$ cat config.mk
export PLATFORM = sky130hd
export DESIGN_NAME = cardbus_io_limit_and_intpin_regs
export DESIGN_NICKNAME = d
export VERILOG_FILES = /design/src/hdl/cb_io_intpin_pkg.sv /design/src/hdl/cardbus_io_limit_and_intpin_regs.sv
export SDC_FILE = /design/constraint.sdc
export NUM_CORES = 1
export LEC_CHECK = 0
export BUFFER_PORTS_ARGS = -buffer_cell sky130_fd_sc_hd__buf_2
export CAP_MARGIN = 20
export CORE_ASPECT_RATIO = 0.5
export CORE_MARGIN = 3
export CORE_UTILIZATION = 51
export CTS_BUF_LIST = sky130_fd_sc_hd__clkbuf_4
export CTS_CLUSTER_SIZE = 24
export DETAILED_ROUTE_END_ITERATION = 10
export GPL_ROUTABILITY_DRIVEN = 0
export PLACE_DENSITY = 0.81
export SYNTH_ARGS = -nofsm -noshare
export SYNTH_HDL_FRONTEND = slang
export SYNTH_SLANG_ARGS = --single-unit
$ cat constraint.sdc
create_clock -name clk_sys_i -period 1.95 [get_ports clk_sys_i]
set_input_delay 0.2925 -clock clk_sys_i [delete_from_list [all_inputs] [get_ports clk_sys_i]]
set_output_delay 0.2925 -clock clk_sys_i [all_outputs]
set_load 0.1 [all_outputs]
$ cat src/hdl/cb_io_intpin_pkg.sv
package cb_io_intpin_pkg;

  // Byte offsets of the configuration dwords, and of the pin byte within the interrupt dword
  localparam logic [7:0] OFS_IO_TOP_0   = 8'h30;
  localparam logic [7:0] OFS_IO_TOP_1   = 8'h38;
  localparam logic [7:0] OFS_IRQ_NUMBER = 8'h3c;
  localparam logic [7:0] OFS_IRQ_PIN    = 8'h3d;

  // Field layout
  localparam int TOP_LO      = 2;
  localparam int TOP_HI      = 15;
  localparam int PAGE_LO     = 16;
  localparam int PAGE_HI     = 31;
  localparam int PIN_BYTE_LO = 8;

  // Reset values
  localparam logic [13:0] TOP_RST   = 14'h0000;
  localparam logic [7:0]  LINE_RST  = 8'hff;

  // Pin codes
  localparam logic [7:0] PIN_A = 8'h01;
  localparam logic [7:0] PIN_B = 8'h02;
  localparam logic [7:0] PIN_C = 8'h03;

  // Configuration access from the PCI target front end
  typedef struct packed {
    logic        rd;
    logic        wr;
    logic [7:2]  dw;
    logic [3:0]  be;
    logic [31:0] wdata;
  } cfg_req_t;

  // Tie and select bits held in other configuration registers
  typedef struct packed {
    logic       tie_pin_b_to_a;
    logic       tie_every_pin;
    logic       io_top_sel;
    logic [1:0] int_sel;
  } tie_ctrl_t;

  // One I/O cycle offered for decode
  typedef struct packed {
    logic        valid;
    logic [31:0] addr;
  } io_cycle_t;

endpackage

$ cat src/hdl/cardbus_io_limit_and_intpin_regs.sv
`timescale 1ns/10ps
module cardbus_io_limit_and_intpin_regs #(
  parameter int unsigned FUNC_NUM = 0
) (
  // Clock and reset
  input  wire logic                          clk_sys_i,
  input  wire logic                          rst_i,
  // Configuration access
  input  wire cb_io_intpin_pkg::cfg_req_t    cfg_req_i,
  output logic                               cfg_ack_o,
  output logic [31:0]                        cfg_rdata_o,
  // Controls from neighbouring registers
  input  wire cb_io_intpin_pkg::tie_ctrl_t   tie_ctrl_i,
  input  wire logic [31:0]                   io_base_0_i,
  input  wire logic [31:0]                   io_base_1_i,
  // Cycles to decode
  input  wire cb_io_intpin_pkg::io_cycle_t   pci_io_i,
  input  wire cb_io_intpin_pkg::io_cycle_t   cb_io_i,
  // Decode results and register views
  output logic [1:0]                         pci_claim_o,
  output logic [1:0]                         cb_claim_o,
  output logic [7:0]                         irq_line_o,
  output logic [7:0]                         irq_pin_o
);
  import cb_io_intpin_pkg::*;

  logic [13:0] top_0_r;
  logic [13:0] top_1_r;
  logic [7:0]  line_r;
  logic [7:0]  pin_nxt;
  logic [31:0] rdata_nxt;
  logic        win_en_0;
  logic        win_en_1;

  function automatic logic [31:0] top_view(input logic [13:0] top, input logic sel);
    top_view = {16'h0000, top, 1'b0, sel};
  endfunction

  // Page from base only; top holds no page bits
  function automatic logic win_hit(input logic [31:0] base, input logic [13:0] top,
                                   input io_cycle_t cyc, input logic en);
    win_hit = cyc.valid && en
           && (cyc.addr[PAGE_HI:PAGE_LO] == base[PAGE_HI:PAGE_LO])
           && (cyc.addr[TOP_HI:TOP_LO] >= base[TOP_HI:TOP_LO])
           && (cyc.addr[TOP_HI:TOP_LO] <= top);
  endfunction

  function automatic logic is_top_wr(input cfg_req_t r, input logic [7:0] ofs);
    is_top_wr = r.wr && (r.dw == ofs[7:2]);
  endfunction

  // Writable bits only; read-only lanes are dropped
  always_ff @(posedge clk_sys_i) begin
    if (rst_i) begin
      top_0_r <= TOP_RST;
    end else if (is_top_wr(cfg_req_i, OFS_IO_TOP_0)) begin
      if (cfg_req_i.be[0]) begin
        top_0_r[5:0] <= cfg_req_i.wdata[7:2];
      end
      if (cfg_req_i.be[1]) begin
        top_0_r[13:6] <= cfg_req_i.wdata[15:8];
      end
    end
  end

  always_ff @(posedge clk_sys_i) begin
    if (rst_i) begin
      top_1_r <= TOP_RST;
    end else if (is_top_wr(cfg_req_i, OFS_IO_TOP_1)) begin
      if (cfg_req_i.be[0]) begin
        top_1_r[5:0] <= cfg_req_i.wdata[7:2];
      end
      if (cfg_req_i.be[1]) begin
        top_1_r[13:6] <= cfg_req_i.wdata[15:8];
      end
    end
  end

  always_ff @(posedge clk_sys_i) begin
    if (rst_i) begin
      line_r <= LINE_RST;
    end else if (is_top_wr(cfg_req_i, OFS_IRQ_NUMBER) && cfg_req_i.be[0]) begin
      line_r <= cfg_req_i.wdata[7:0];
    end
  end

  // Pin report follows tie settings live
  always_comb begin
    pin_nxt = PIN_A;
    if (tie_ctrl_i.tie_every_pin) begin
      pin_nxt = PIN_A;
    end else if (FUNC_NUM == 0) begin
      pin_nxt = PIN_A;
    end else if (FUNC_NUM == 1) begin
      pin_nxt = tie_ctrl_i.tie_pin_b_to_a ? PIN_A : PIN_B;
    end else if (FUNC_NUM == 2) begin
      pin_nxt = PIN_C;
    end else begin
      pin_nxt = {6'h00, tie_ctrl_i.int_sel} + 8'h01;
    end
  end

  always_ff @(posedge clk_sys_i) begin
    if (rst_i) begin
      irq_pin_o <= PIN_A;
    end else begin
      irq_pin_o <= pin_nxt;
    end
  end

  always_ff @(posedge clk_sys_i) begin
    if (rst_i) begin
      irq_line_o <= LINE_RST;
    end else begin
      irq_line_o <= line_r;
    end
  end

  // Read mux; upper half of top registers is constant zero
  always_comb begin
    rdata_nxt = 32'h0000_0000;
    if (cfg_req_i.dw == OFS_IO_TOP_0[7:2]) begin
      rdata_nxt = top_view(top_0_r, tie_ctrl_i.io_top_sel);
    end else if (cfg_req_i.dw == OFS_IO_TOP_1[7:2]) begin
      rdata_nxt = top_view(top_1_r, tie_ctrl_i.io_top_sel);
    end else if (cfg_req_i.dw == OFS_IRQ_NUMBER[7:2]) begin
      rdata_nxt = {16'h0000, pin_nxt, line_r};
    end
  end

  always_ff @(posedge clk_sys_i) begin
    if (rst_i) begin
      cfg_ack_o   <= 1'b0;
      cfg_rdata_o <= 32'h0000_0000;
    end else begin
      cfg_ack_o   <= cfg_req_i.rd || cfg_req_i.wr;
      cfg_rdata_o <= cfg_req_i.rd ? rdata_nxt : 32'h0000_0000;
    end
  end

  // Select bit ignored for enable, else sel=1 would open the window at reset
  assign win_en_0 = (io_base_0_i[31:2] != 30'h0) || (top_0_r != TOP_RST);
  assign win_en_1 = (io_base_1_i[31:2] != 30'h0) || (top_1_r != TOP_RST);

  always_ff @(posedge clk_sys_i) begin
    if (rst_i) begin
      pci_claim_o <= 2'b00;
      cb_claim_o  <= 2'b00;
    end else begin
      pci_claim_o[0] <= win_hit(io_base_0_i, top_0_r, pci_io_i, win_en_0);
      pci_claim_o[1] <= win_hit(io_base_1_i, top_1_r, pci_io_i, win_en_1);
      cb_claim_o[0]  <= win_hit(io_base_0_i, top_0_r, cb_io_i, win_en_0);
      cb_claim_o[1]  <= win_hit(io_base_1_i, top_1_r, cb_io_i, win_en_1);
    end
  end

  property p_top_upper_zero;
    @(posedge clk_sys_i) disable iff (rst_i)
      cfg_req_i.rd && (cfg_req_i.dw == OFS_IO_TOP_0[7:2] || cfg_req_i.dw == OFS_IO_TOP_1[7:2])
      |=> cfg_ack_o && (cfg_rdata_o[31:16] == 16'h0000);
  endproperty
  a_top_upper_zero: assert property (p_top_upper_zero) else $error("top upper half not zero");

  property p_top_low_bits;
    @(posedge clk_sys_i) disable iff (rst_i)
      cfg_req_i.rd && cfg_req_i.dw == OFS_IO_TOP_1[7:2]
      |=> cfg_rdata_o[1:0] == {1'b0, $past(tie_ctrl_i.io_top_sel)};
  endproperty
  a_top_low_bits: assert property (p_top_low_bits) else $error("top low bits wrong");

  property p_top_write_readback;
    @(posedge clk_sys_i) disable iff (rst_i)
      is_top_wr(cfg_req_i, OFS_IO_TOP_0) && cfg_req_i.be[1:0] == 2'b11 ##1
      cfg_req_i.rd && cfg_req_i.dw == OFS_IO_TOP_0[7:2]
      |=> cfg_rdata_o[15:2] == $past(cfg_req_i.wdata[15:2], 2);
  endproperty
  a_top_write_readback: assert property (p_top_write_readback) else $error("top readback");

  property p_ro_lane_write;
    @(posedge clk_sys_i) disable iff (rst_i)
      is_top_wr(cfg_req_i, OFS_IO_TOP_1) && cfg_req_i.be[1:0] == 2'b00 |=> $stable(top_1_r);
  endproperty
  a_ro_lane_write: assert property (p_ro_lane_write) else $error("read-only lane changed top");

  property p_reset_values;
    @(posedge clk_sys_i) rst_i |=> top_0_r == TOP_RST && top_1_r == TOP_RST && line_r == LINE_RST;
  endproperty
  a_reset_values: assert property (p_reset_values) else $error("reset values wrong");

  property p_line_write;
    @(posedge clk_sys_i) disable iff (rst_i)
      is_top_wr(cfg_req_i, OFS_IRQ_NUMBER) && cfg_req_i.be[0]
      |=> ##1 irq_line_o == $past(cfg_req_i.wdata[7:0], 2);
  endproperty
  a_line_write: assert property (p_line_write) else $error("irq number not stored");

  property p_disabled_no_claim;
    @(posedge clk_sys_i) disable iff (rst_i)
      !win_en_0 |=> !pci_claim_o[0] && !cb_claim_o[0];
  endproperty
  a_disabled_no_claim: assert property (p_disabled_no_claim) else $error("claim while off");

  property p_claim_range;
    @(posedge clk_sys_i) disable iff (rst_i)
      pci_claim_o[1] |-> $past(pci_io_i.addr[15:2]) <= $past(top_1_r)
                      && $past(pci_io_i.addr[31:16]) == $past(io_base_1_i[31:16]);
  endproperty
  a_claim_range: assert property (p_claim_range) else $error("claim outside window");

  property p_tie_all;
    @(posedge clk_sys_i) disable iff (rst_i)
      tie_ctrl_i.tie_every_pin |=> irq_pin_o == PIN_A;
  endproperty
  a_tie_all: assert property (p_tie_all) else $error("tie-all pin not A");

  property p_pin_untied;
    @(posedge clk_sys_i) disable iff (rst_i)
      !tie_ctrl_i.tie_every_pin && !tie_ctrl_i.tie_pin_b_to_a && FUNC_NUM < 3
      |=> irq_pin_o == 8'(FUNC_NUM + 1);
  endproperty
  a_pin_untied: assert property (p_pin_untied) else $error("untied pin code wrong");

  c_pci_claim:  cover property (@(posedge clk_sys_i) disable iff (rst_i) pci_claim_o[0]);
  c_cb_claim:   cover property (@(posedge clk_sys_i) disable iff (rst_i) cb_claim_o[1]);
  c_top_write:  cover property (@(posedge clk_sys_i) disable iff (rst_i)
                                is_top_wr(cfg_req_i, OFS_IO_TOP_1));
  c_tie_b:      cover property (@(posedge clk_sys_i) disable iff (rst_i)
                                tie_ctrl_i.tie_pin_b_to_a && !tie_ctrl_i.tie_every_pin);
  c_tie_all:    cover property (@(posedge clk_sys_i) disable iff (rst_i)
                                tie_ctrl_i.tie_every_pin);

  property p_ack_pulse;
    @(posedge clk_sys_i) disable iff (rst_i)
      cfg_req_i.rd || cfg_req_i.wr |=> cfg_ack_o;
  endproperty
  a_ack_pulse: assert property (p_ack_pulse) else $error("request not acknowledged");

  property p_no_req_quiet;
    @(posedge clk_sys_i) disable iff (rst_i)
      !(cfg_req_i.rd || cfg_req_i.wr) |=> !cfg_ack_o && cfg_rdata_o == 32'h0000_0000;
  endproperty
  a_no_req_quiet: assert property (p_no_req_quiet) else $error("answer without request");

  property p_write_rdata_zero;
    @(posedge clk_sys_i) disable iff (rst_i)
      cfg_req_i.wr |=> cfg_rdata_o == 32'h0000_0000;
  endproperty
  a_write_rdata_zero: assert property (p_write_rdata_zero) else $error("read data on write");

  // Both windows read back the one shared select bit, io_top_sel
  property p_top0_low_bits;
    @(posedge clk_sys_i) disable iff (rst_i)
      cfg_req_i.rd && cfg_req_i.dw == OFS_IO_TOP_0[7:2]
      |=> cfg_rdata_o[1:0] == {1'b0, $past(tie_ctrl_i.io_top_sel)};
  endproperty
  a_top0_low_bits: assert property (p_top0_low_bits) else $error("top0 low bits wrong");

  property p_top1_write_readback;
    @(posedge clk_sys_i) disable iff (rst_i)
      is_top_wr(cfg_req_i, OFS_IO_TOP_1) && cfg_req_i.be[1:0] == 2'b11 ##1
      cfg_req_i.rd && cfg_req_i.dw == OFS_IO_TOP_1[7:2]
      |=> cfg_rdata_o[15:2] == $past(cfg_req_i.wdata[15:2], 2);
  endproperty
  a_top1_write_readback: assert property (p_top1_write_readback) else $error("top1 readback");

  property p_ro_lane_top0;
    @(posedge clk_sys_i) disable iff (rst_i)
      is_top_wr(cfg_req_i, OFS_IO_TOP_0) && cfg_req_i.be[1:0] == 2'b00 |=> $stable(top_0_r);
  endproperty
  a_ro_lane_top0: assert property (p_ro_lane_top0) else $error("read-only lane changed top0");

  property p_line_hold;
    @(posedge clk_sys_i) disable iff (rst_i)
      !(is_top_wr(cfg_req_i, OFS_IRQ_NUMBER) && cfg_req_i.be[0]) |=> $stable(line_r);
  endproperty
  a_line_hold: assert property (p_line_hold) else $error("irq number changed unasked");

  property p_pin_read;
    @(posedge clk_sys_i) disable iff (rst_i)
      cfg_req_i.rd && cfg_req_i.dw == OFS_IRQ_NUMBER[7:2]
      |=> cfg_rdata_o[15:8] == irq_pin_o && cfg_rdata_o[31:16] == 16'h0000;
  endproperty
  a_pin_read: assert property (p_pin_read) else $error("pin byte differs from report");

  property p_tie_b;
    @(posedge clk_sys_i) disable iff (rst_i)
      FUNC_NUM == 1 && tie_ctrl_i.tie_pin_b_to_a && !tie_ctrl_i.tie_every_pin
      |=> irq_pin_o == PIN_A;
  endproperty
  a_tie_b: assert property (p_tie_b) else $error("tied pin B not reported as A");

  property p_sel_pin;
    @(posedge clk_sys_i) disable iff (rst_i)
      FUNC_NUM >= 3 && !tie_ctrl_i.tie_every_pin
      |=> irq_pin_o == {6'h00, $past(tie_ctrl_i.int_sel)} + 8'h01;
  endproperty
  a_sel_pin: assert property (p_sel_pin) else $error("selected pin code wrong");

  property p_disabled_no_claim_1;
    @(posedge clk_sys_i) disable iff (rst_i)
      !win_en_1 |=> !pci_claim_o[1] && !cb_claim_o[1];
  endproperty
  a_disabled_no_claim_1: assert property (p_disabled_no_claim_1) else $error("claim while off");

  property p_claim_range_0;
    @(posedge clk_sys_i) disable iff (rst_i)
      pci_claim_o[0] |-> $past(pci_io_i.addr[15:2]) >= $past(io_base_0_i[15:2])
                      && $past(pci_io_i.addr[15:2]) <= $past(top_0_r);
  endproperty
  a_claim_range_0: assert property (p_claim_range_0) else $error("claim outside window 0");

  property p_cb_claim_page;
    @(posedge clk_sys_i) disable iff (rst_i)
      cb_claim_o[0] |-> $past(cb_io_i.addr[31:16]) == $past(io_base_0_i[31:16]);
  endproperty
  a_cb_claim_page: assert property (p_cb_claim_page) else $error("claim in wrong page");

  property p_claim_needs_valid;
    @(posedge clk_sys_i) disable iff (rst_i)
      !pci_io_i.valid |=> pci_claim_o == 2'b00;
  endproperty
  a_claim_needs_valid: assert property (p_claim_needs_valid) else $error("claim without cycle");

endmodule

**After elaboration in Yosys (flattened, before gate mapping)**

Cells that the tools add are included.

- Bitwise operators: 2
- Muxes and demuxes: 3
- Reductions and logical operators: 34
- Equal/unequal tests: 7
- $lt $le $gt $ge: 8

Operators with widths:

| operator | number |
|---|---|
| == test 16 bit | 4 |
| nonzero test 30 bit | 2 |
| greater-or-equal comparator 14 bit | 4 |
| <= comparator 14 bit | 4 |
| two-way mux 16 bit | 2 |
| nonzero test 14 bit | 2 |
| logical AND 1 bit | 20 |
| == test 6 x 4 -> 1 bit, second input constant | 3 |
| two-way mux 9 bit | 1 |
| AND reduction 2 bit | 4 |
| OR reduction 5 bit | 1 |
| OR reduction 4 bit | 1 |
| logical OR 1 bit | 3 |
| inverter 1 bit | 2 |
| OR reduction 2 bit | 1 |

- Logic and storage cells: 66
- Output and inout bits: 53
- Input bits: 181
- Flip-flop bits (word level): 81

**Longest topological paths before layout**

- Depth in word-level cells: 6
- Depth in mapped cells: 7
- Gate-level depth less buffers: 7

**Worst setup path before layout**

No wires, ideal clock.

- Path type: reg-to-reg
- From: reg top_1_r[4]
- To: reg pci_claim_o[1]
- Path buffers: 0
- Path slack: 0.205 ns
- Stages on the path, launching flop included: 8
- Data arrival time: 1.658 ns
- Setup time: 0.086 ns
- Required time: 1.864 ns
- Clock period less this slack: 1.745 ns
- Path through: dfxtp_1 -> inv_1 -> ha_1 -> a21oi_1 -> nand2_1 -> a211o_1 -> a211o_1 -> a221oi_2

- Cells in the longest elaborated chain, start to end: 6
- Elaborated cells on any way between the ends: 7
- Classes of those cells: order compare: 1; reduce/logical: 6

Ends and longest elaborated chain:

| what | RTL line | RTL |
|---|---|---|
| start, declared | cardbus_io_limit_and_intpin_regs.sv:28 | `logic [13:0] top_1_r;` |
| start signal, assigned | cardbus_io_limit_and_intpin_regs.sv:71 | `top_1_r[5:0] <= cfg_req_i.wdata[7:2];` |
| branches (longest 5 deep; another with <= comparator 14 bit) | - |  |
| logical AND 1 bit (*) | cardbus_io_limit_and_intpin_regs.sv:45 | `&& (cyc.addr[TOP_HI:TOP_LO] <= top);` |
| end signal, assigned | cardbus_io_limit_and_intpin_regs.sv:151 | `pci_claim_o[1] <= win_hit(io_base_1_i, top_1_r, pci_io_i, win_en_1);` |
| end, declared | cardbus_io_limit_and_intpin_regs.sv:20 | `output logic [1:0] pci_claim_o,` |

Mark *: on every way between the ends.
A chain may end at the register's enable or synchronous reset.

**Final worst setup path**

- From: reg top_0_r[12]
- To: reg cb_claim_o[0]

- Cells in the longest elaborated chain, start to end: 6
- Elaborated cells on any way between the ends: 7
- Classes of those cells: order compare: 1; reduce/logical: 6

Ends and longest elaborated chain:

| what | RTL line | RTL |
|---|---|---|
| start, declared | cardbus_io_limit_and_intpin_regs.sv:27 | `logic [13:0] top_0_r;` |
| start signal, assigned | cardbus_io_limit_and_intpin_regs.sv:61 | `top_0_r[13:6] <= cfg_req_i.wdata[15:8];` |
| branches (longest 5 deep; another with <= comparator 14 bit) | - |  |
| logical AND 1 bit (*) | cardbus_io_limit_and_intpin_regs.sv:45 |  |
| end signal, assigned | cardbus_io_limit_and_intpin_regs.sv:152 | `cb_claim_o[0] <= win_hit(io_base_0_i, top_0_r, cb_io_i, win_en_0);` |
| end, declared | cardbus_io_limit_and_intpin_regs.sv:21 | `output logic [1:0] cb_claim_o,` |

Marks and branches as above.

==> results_dict.tcl <==
set metrics [dict create \
    status "finished clean" \
    synth-seq-cells 65 \
    drc 0 \
    ctsHoldBuffers 0 \
    fin_crit_ns 1.874 \
    synthDistinctLibCells 48 \
    tritoncts "yes" \
    cts.htree.levels 3 \
    fill_cells 968 \
    power_density_nw_per_um2 484.2 \
    cp-start-kind "flop" \
    drt_iter0_drc 363 \
    holdCritStartpoint "cfg_req_i[1]" \
    slew_violations 0 \
    whs_ns 0.07713 \
    synth.area.top_cells "ha_1 24%, dfxtp_1 22%, xnor2_1 7.2%, mux2i_1 4.5%, inv_1 3.7%" \
    dieArea_um2 13090 \
    antenna_left 0 \
    syn_inst 708 \
    avgSynthCellArea_um2 8.414 \
    multi_input_area_um2 4323 \
    fin_nets 1203 \
    endpoint_kind "flop" \
    grt_pass1_wl_um 28690 \
    ir_drop_mv 0.2839 \
    clk_pin_slew_ns 0.12 \
    grt_start_max_net_pins 28 \
    synthesis.area_um2 5957 \
    row_count 27 \
    clock_sinks 65 \
    critPathRequiredTime_ns 2.30 \
    initial_core_util_pct 53.27 \
    synth-edff-count 0 \
    cts-root-buf "clkbuf_4" \
    hold_depth 3 \
    hold_violations 0 \
    cap_violations 0 \
    worstMarginPinSlew_ns 0.4885 \
    dr.pass1.iters 5 \
    r2r-start "top_0_r[12]" \
    synth_warnings 0 \
    period_share_pct 96.13 \
    dpl.hpwl_um 15800 \
    overflow 0 \
    antenna_found_initial 0 \
    leakage_uw 0.003383 \
    timing.final.setup_violations 0 \
    ys_seq_area_share_pct 21.84 \
    fin_total_pwr_uw 3541 \
    grt_usage_pct 27.51 \
    hp-class "in2reg" \
    yosys.area.top_type "ha_1" \
    syn_to_final_growth_pct 22.75 \
    clkLatencyLatePin_ns 0.43 \
    grt_pass1_vias 5841 \
    ys.flop_type "dfxtp_1" \
    synth_async_sr_flop_share_pct 0 \
    startpoint "top_0_r[12]" \
    cts_max_path_buffers 2 \
    timing.slew.headroom_pct 67.13 \
    ff_latch_area_um2 1315 \
    diodes 0 \
    drt_wl_total_um 18500 \
    vias 6001 \
    wire_per_inst_um 17.22 \
    skew_ns 0.01835 \
    fin_util_pct 65.39 \
    core_um2 11180 \
    worst-r2r-cell-count 5 \
    crit_type "reg2reg" \
    die_w_um 158.8 \
    cp_max_fo 2 \
    die-height_um 82.42 \
    io_buffer_count 179 \
    fmax_ghz 0.5335 \
    via_per_inst 5.588 \
    layout-drive-gt1-share_pct 27.54 \
    cts_buffers 9 \
    crit_arrival_ns 2.22 \
    netlist.area_leader.share_pct 23.52 \
    ios 234 \
]
==> Yosys cell counts, types with 4 or more instances <==
library cell and instances:
nand3b_1 9, o21a_1 5, nor2_1 42, and4_1 4
xnor2_1 49, dfxtp_1 65, ha_1 112, a21o_1 21
nor3_1 4, buf_4 27, inv_1 59, or2_2 8
clkbuf_1 5, nor2b_1 7, nand4_1 32, xor2_1 15
o21ai_0 23, nand3_1 13, nor4_1 28, mux2i_1 27
nand2b_1 9, a21oi_1 44, nand2_1 57, a211o_1 5
a2111oi_0 6
==> worst paths after layout <==
kind	endpoint	slack, ns
hold / removal	line_r[1]	0.08
setup reg to reg	cb_claim_o[0]	0.08
setup / recovery	cb_claim_o[0]	0.08
hold reg to reg	cfg_rdata_o[3]	0.48
==> report_power, final <==
part | leakage [uW] | total, uW | switching [uW] | internal (uW)
logic | 0.00277 | 1120 | 704 | 415
registers | 0.000530 | 1330 | 2.38 | 1330
clock network | 0.0000871 | 1090 | 556 | 532
total | 0.00338 | 3540 | 1260 | 2280
==> flip-flops by register name (all words and copies together), names as in the netlist <==
register,count
irq_line_o,8
cb_claim_o,2
pci_claim_o,2
top_1_r,14
cfg_rdata_o,16
line_r,8
cfg_ack_o,1
top_0_r,14
==> worst max-delay path: stages, from the launching register on <==
cell and delay (ns):
dfxtp_2 0.37, inv_1 0.08, ha_1 0.31, nand4_1 0.17, or4_4 0.53, a2111oi_4 0.34
==> metrics by stage <==
step	instance area [um2]	setup TNS (ns)	worst slack, ns	std cells
floorplan	6040	0	0.2054	730
global placement	7078	0	0.05532	1057
detailed placement	7078	-0.09088	-0.05958	1057
CTS	7248	0	0.02417	1073
global route	7312	-0.002851	-0.002851	1074
finish	7312	0	0.07551	1074
==> cells by family (layout without fill, tap and decap cells) <==
family                   count (synthesis)  count (layout)  share of synthesized area (%)
buffers and inverters                   94             279                          7.687
flip-flops                              65              65                          21.84
adder cells (fa/ha/maj)                112             112                          23.52
multiplexers                            27              27                          4.537
AND/OR/NAND/NOR                        227             227                          20.27
AO/OA/AOI/OAI                          117             117                          12.60
XOR/XNOR                                64              64                          9.410
other                                    2              24                         0.1261
==> cell type report <==
| cell class | count | share of cell area (%) |
|---|---|---|
| multi-input combinational | 571 | 59.12 |
| sequential | 65 | 17.98 |
| timing repair buffer | 204 | 14.82 |
| clock buffer | 9 | 0.9240 |
| inverter | 59 | 3.029 |
| tap | 159 | 2.721 |
| clock inverter | 7 | 1.403 |
==> repair_timing <==
item                       CTS  global route
setup endpoints to repair    0             3
setup buffers                0             1
gates resized for setup      0            18
==> placed cells by master (no fill, tap or decap), types with 2 or more instances in the layout <==
cell         n
nor3_1       4
conb_1      24
inv_6        2
nand2b_1     9
a21oi_2      2
a21oi_1     42
nand2_1     57
dfxtp_2     11
nand4_1     32
buf_4       25
nor2_1      42
a211o_1      5
xor2_1      15
nand3_1     13
nand3b_1     9
or2_2        8
o211ai_1     2
o21a_1       5
a21o_1      21
nor4_1      28
o21ai_0     23
nor2b_1      7
bufinv_16    2
inv_1       59
dfxtp_1     54
mux2i_1     27
xnor2_1     49
and3_1       2
clkinv_4     2
buf_2      179
and4_1       4
nand4b_1     3
ha_1       111
a2111oi_0    5
a221oi_1     3
clkbuf_4     9
nor3b_1      2
==> layer usage <==
layer,up-vias,wire (um),GRT usage (%)
li1,2897,-,-
met1,2795,7816,33.18
met2,271,8862,50.17
met3,38,1505,6.726
met4,0,311,7.686
met5,-,0,0
No activity file was read; power rests on OpenSTA's default activity.
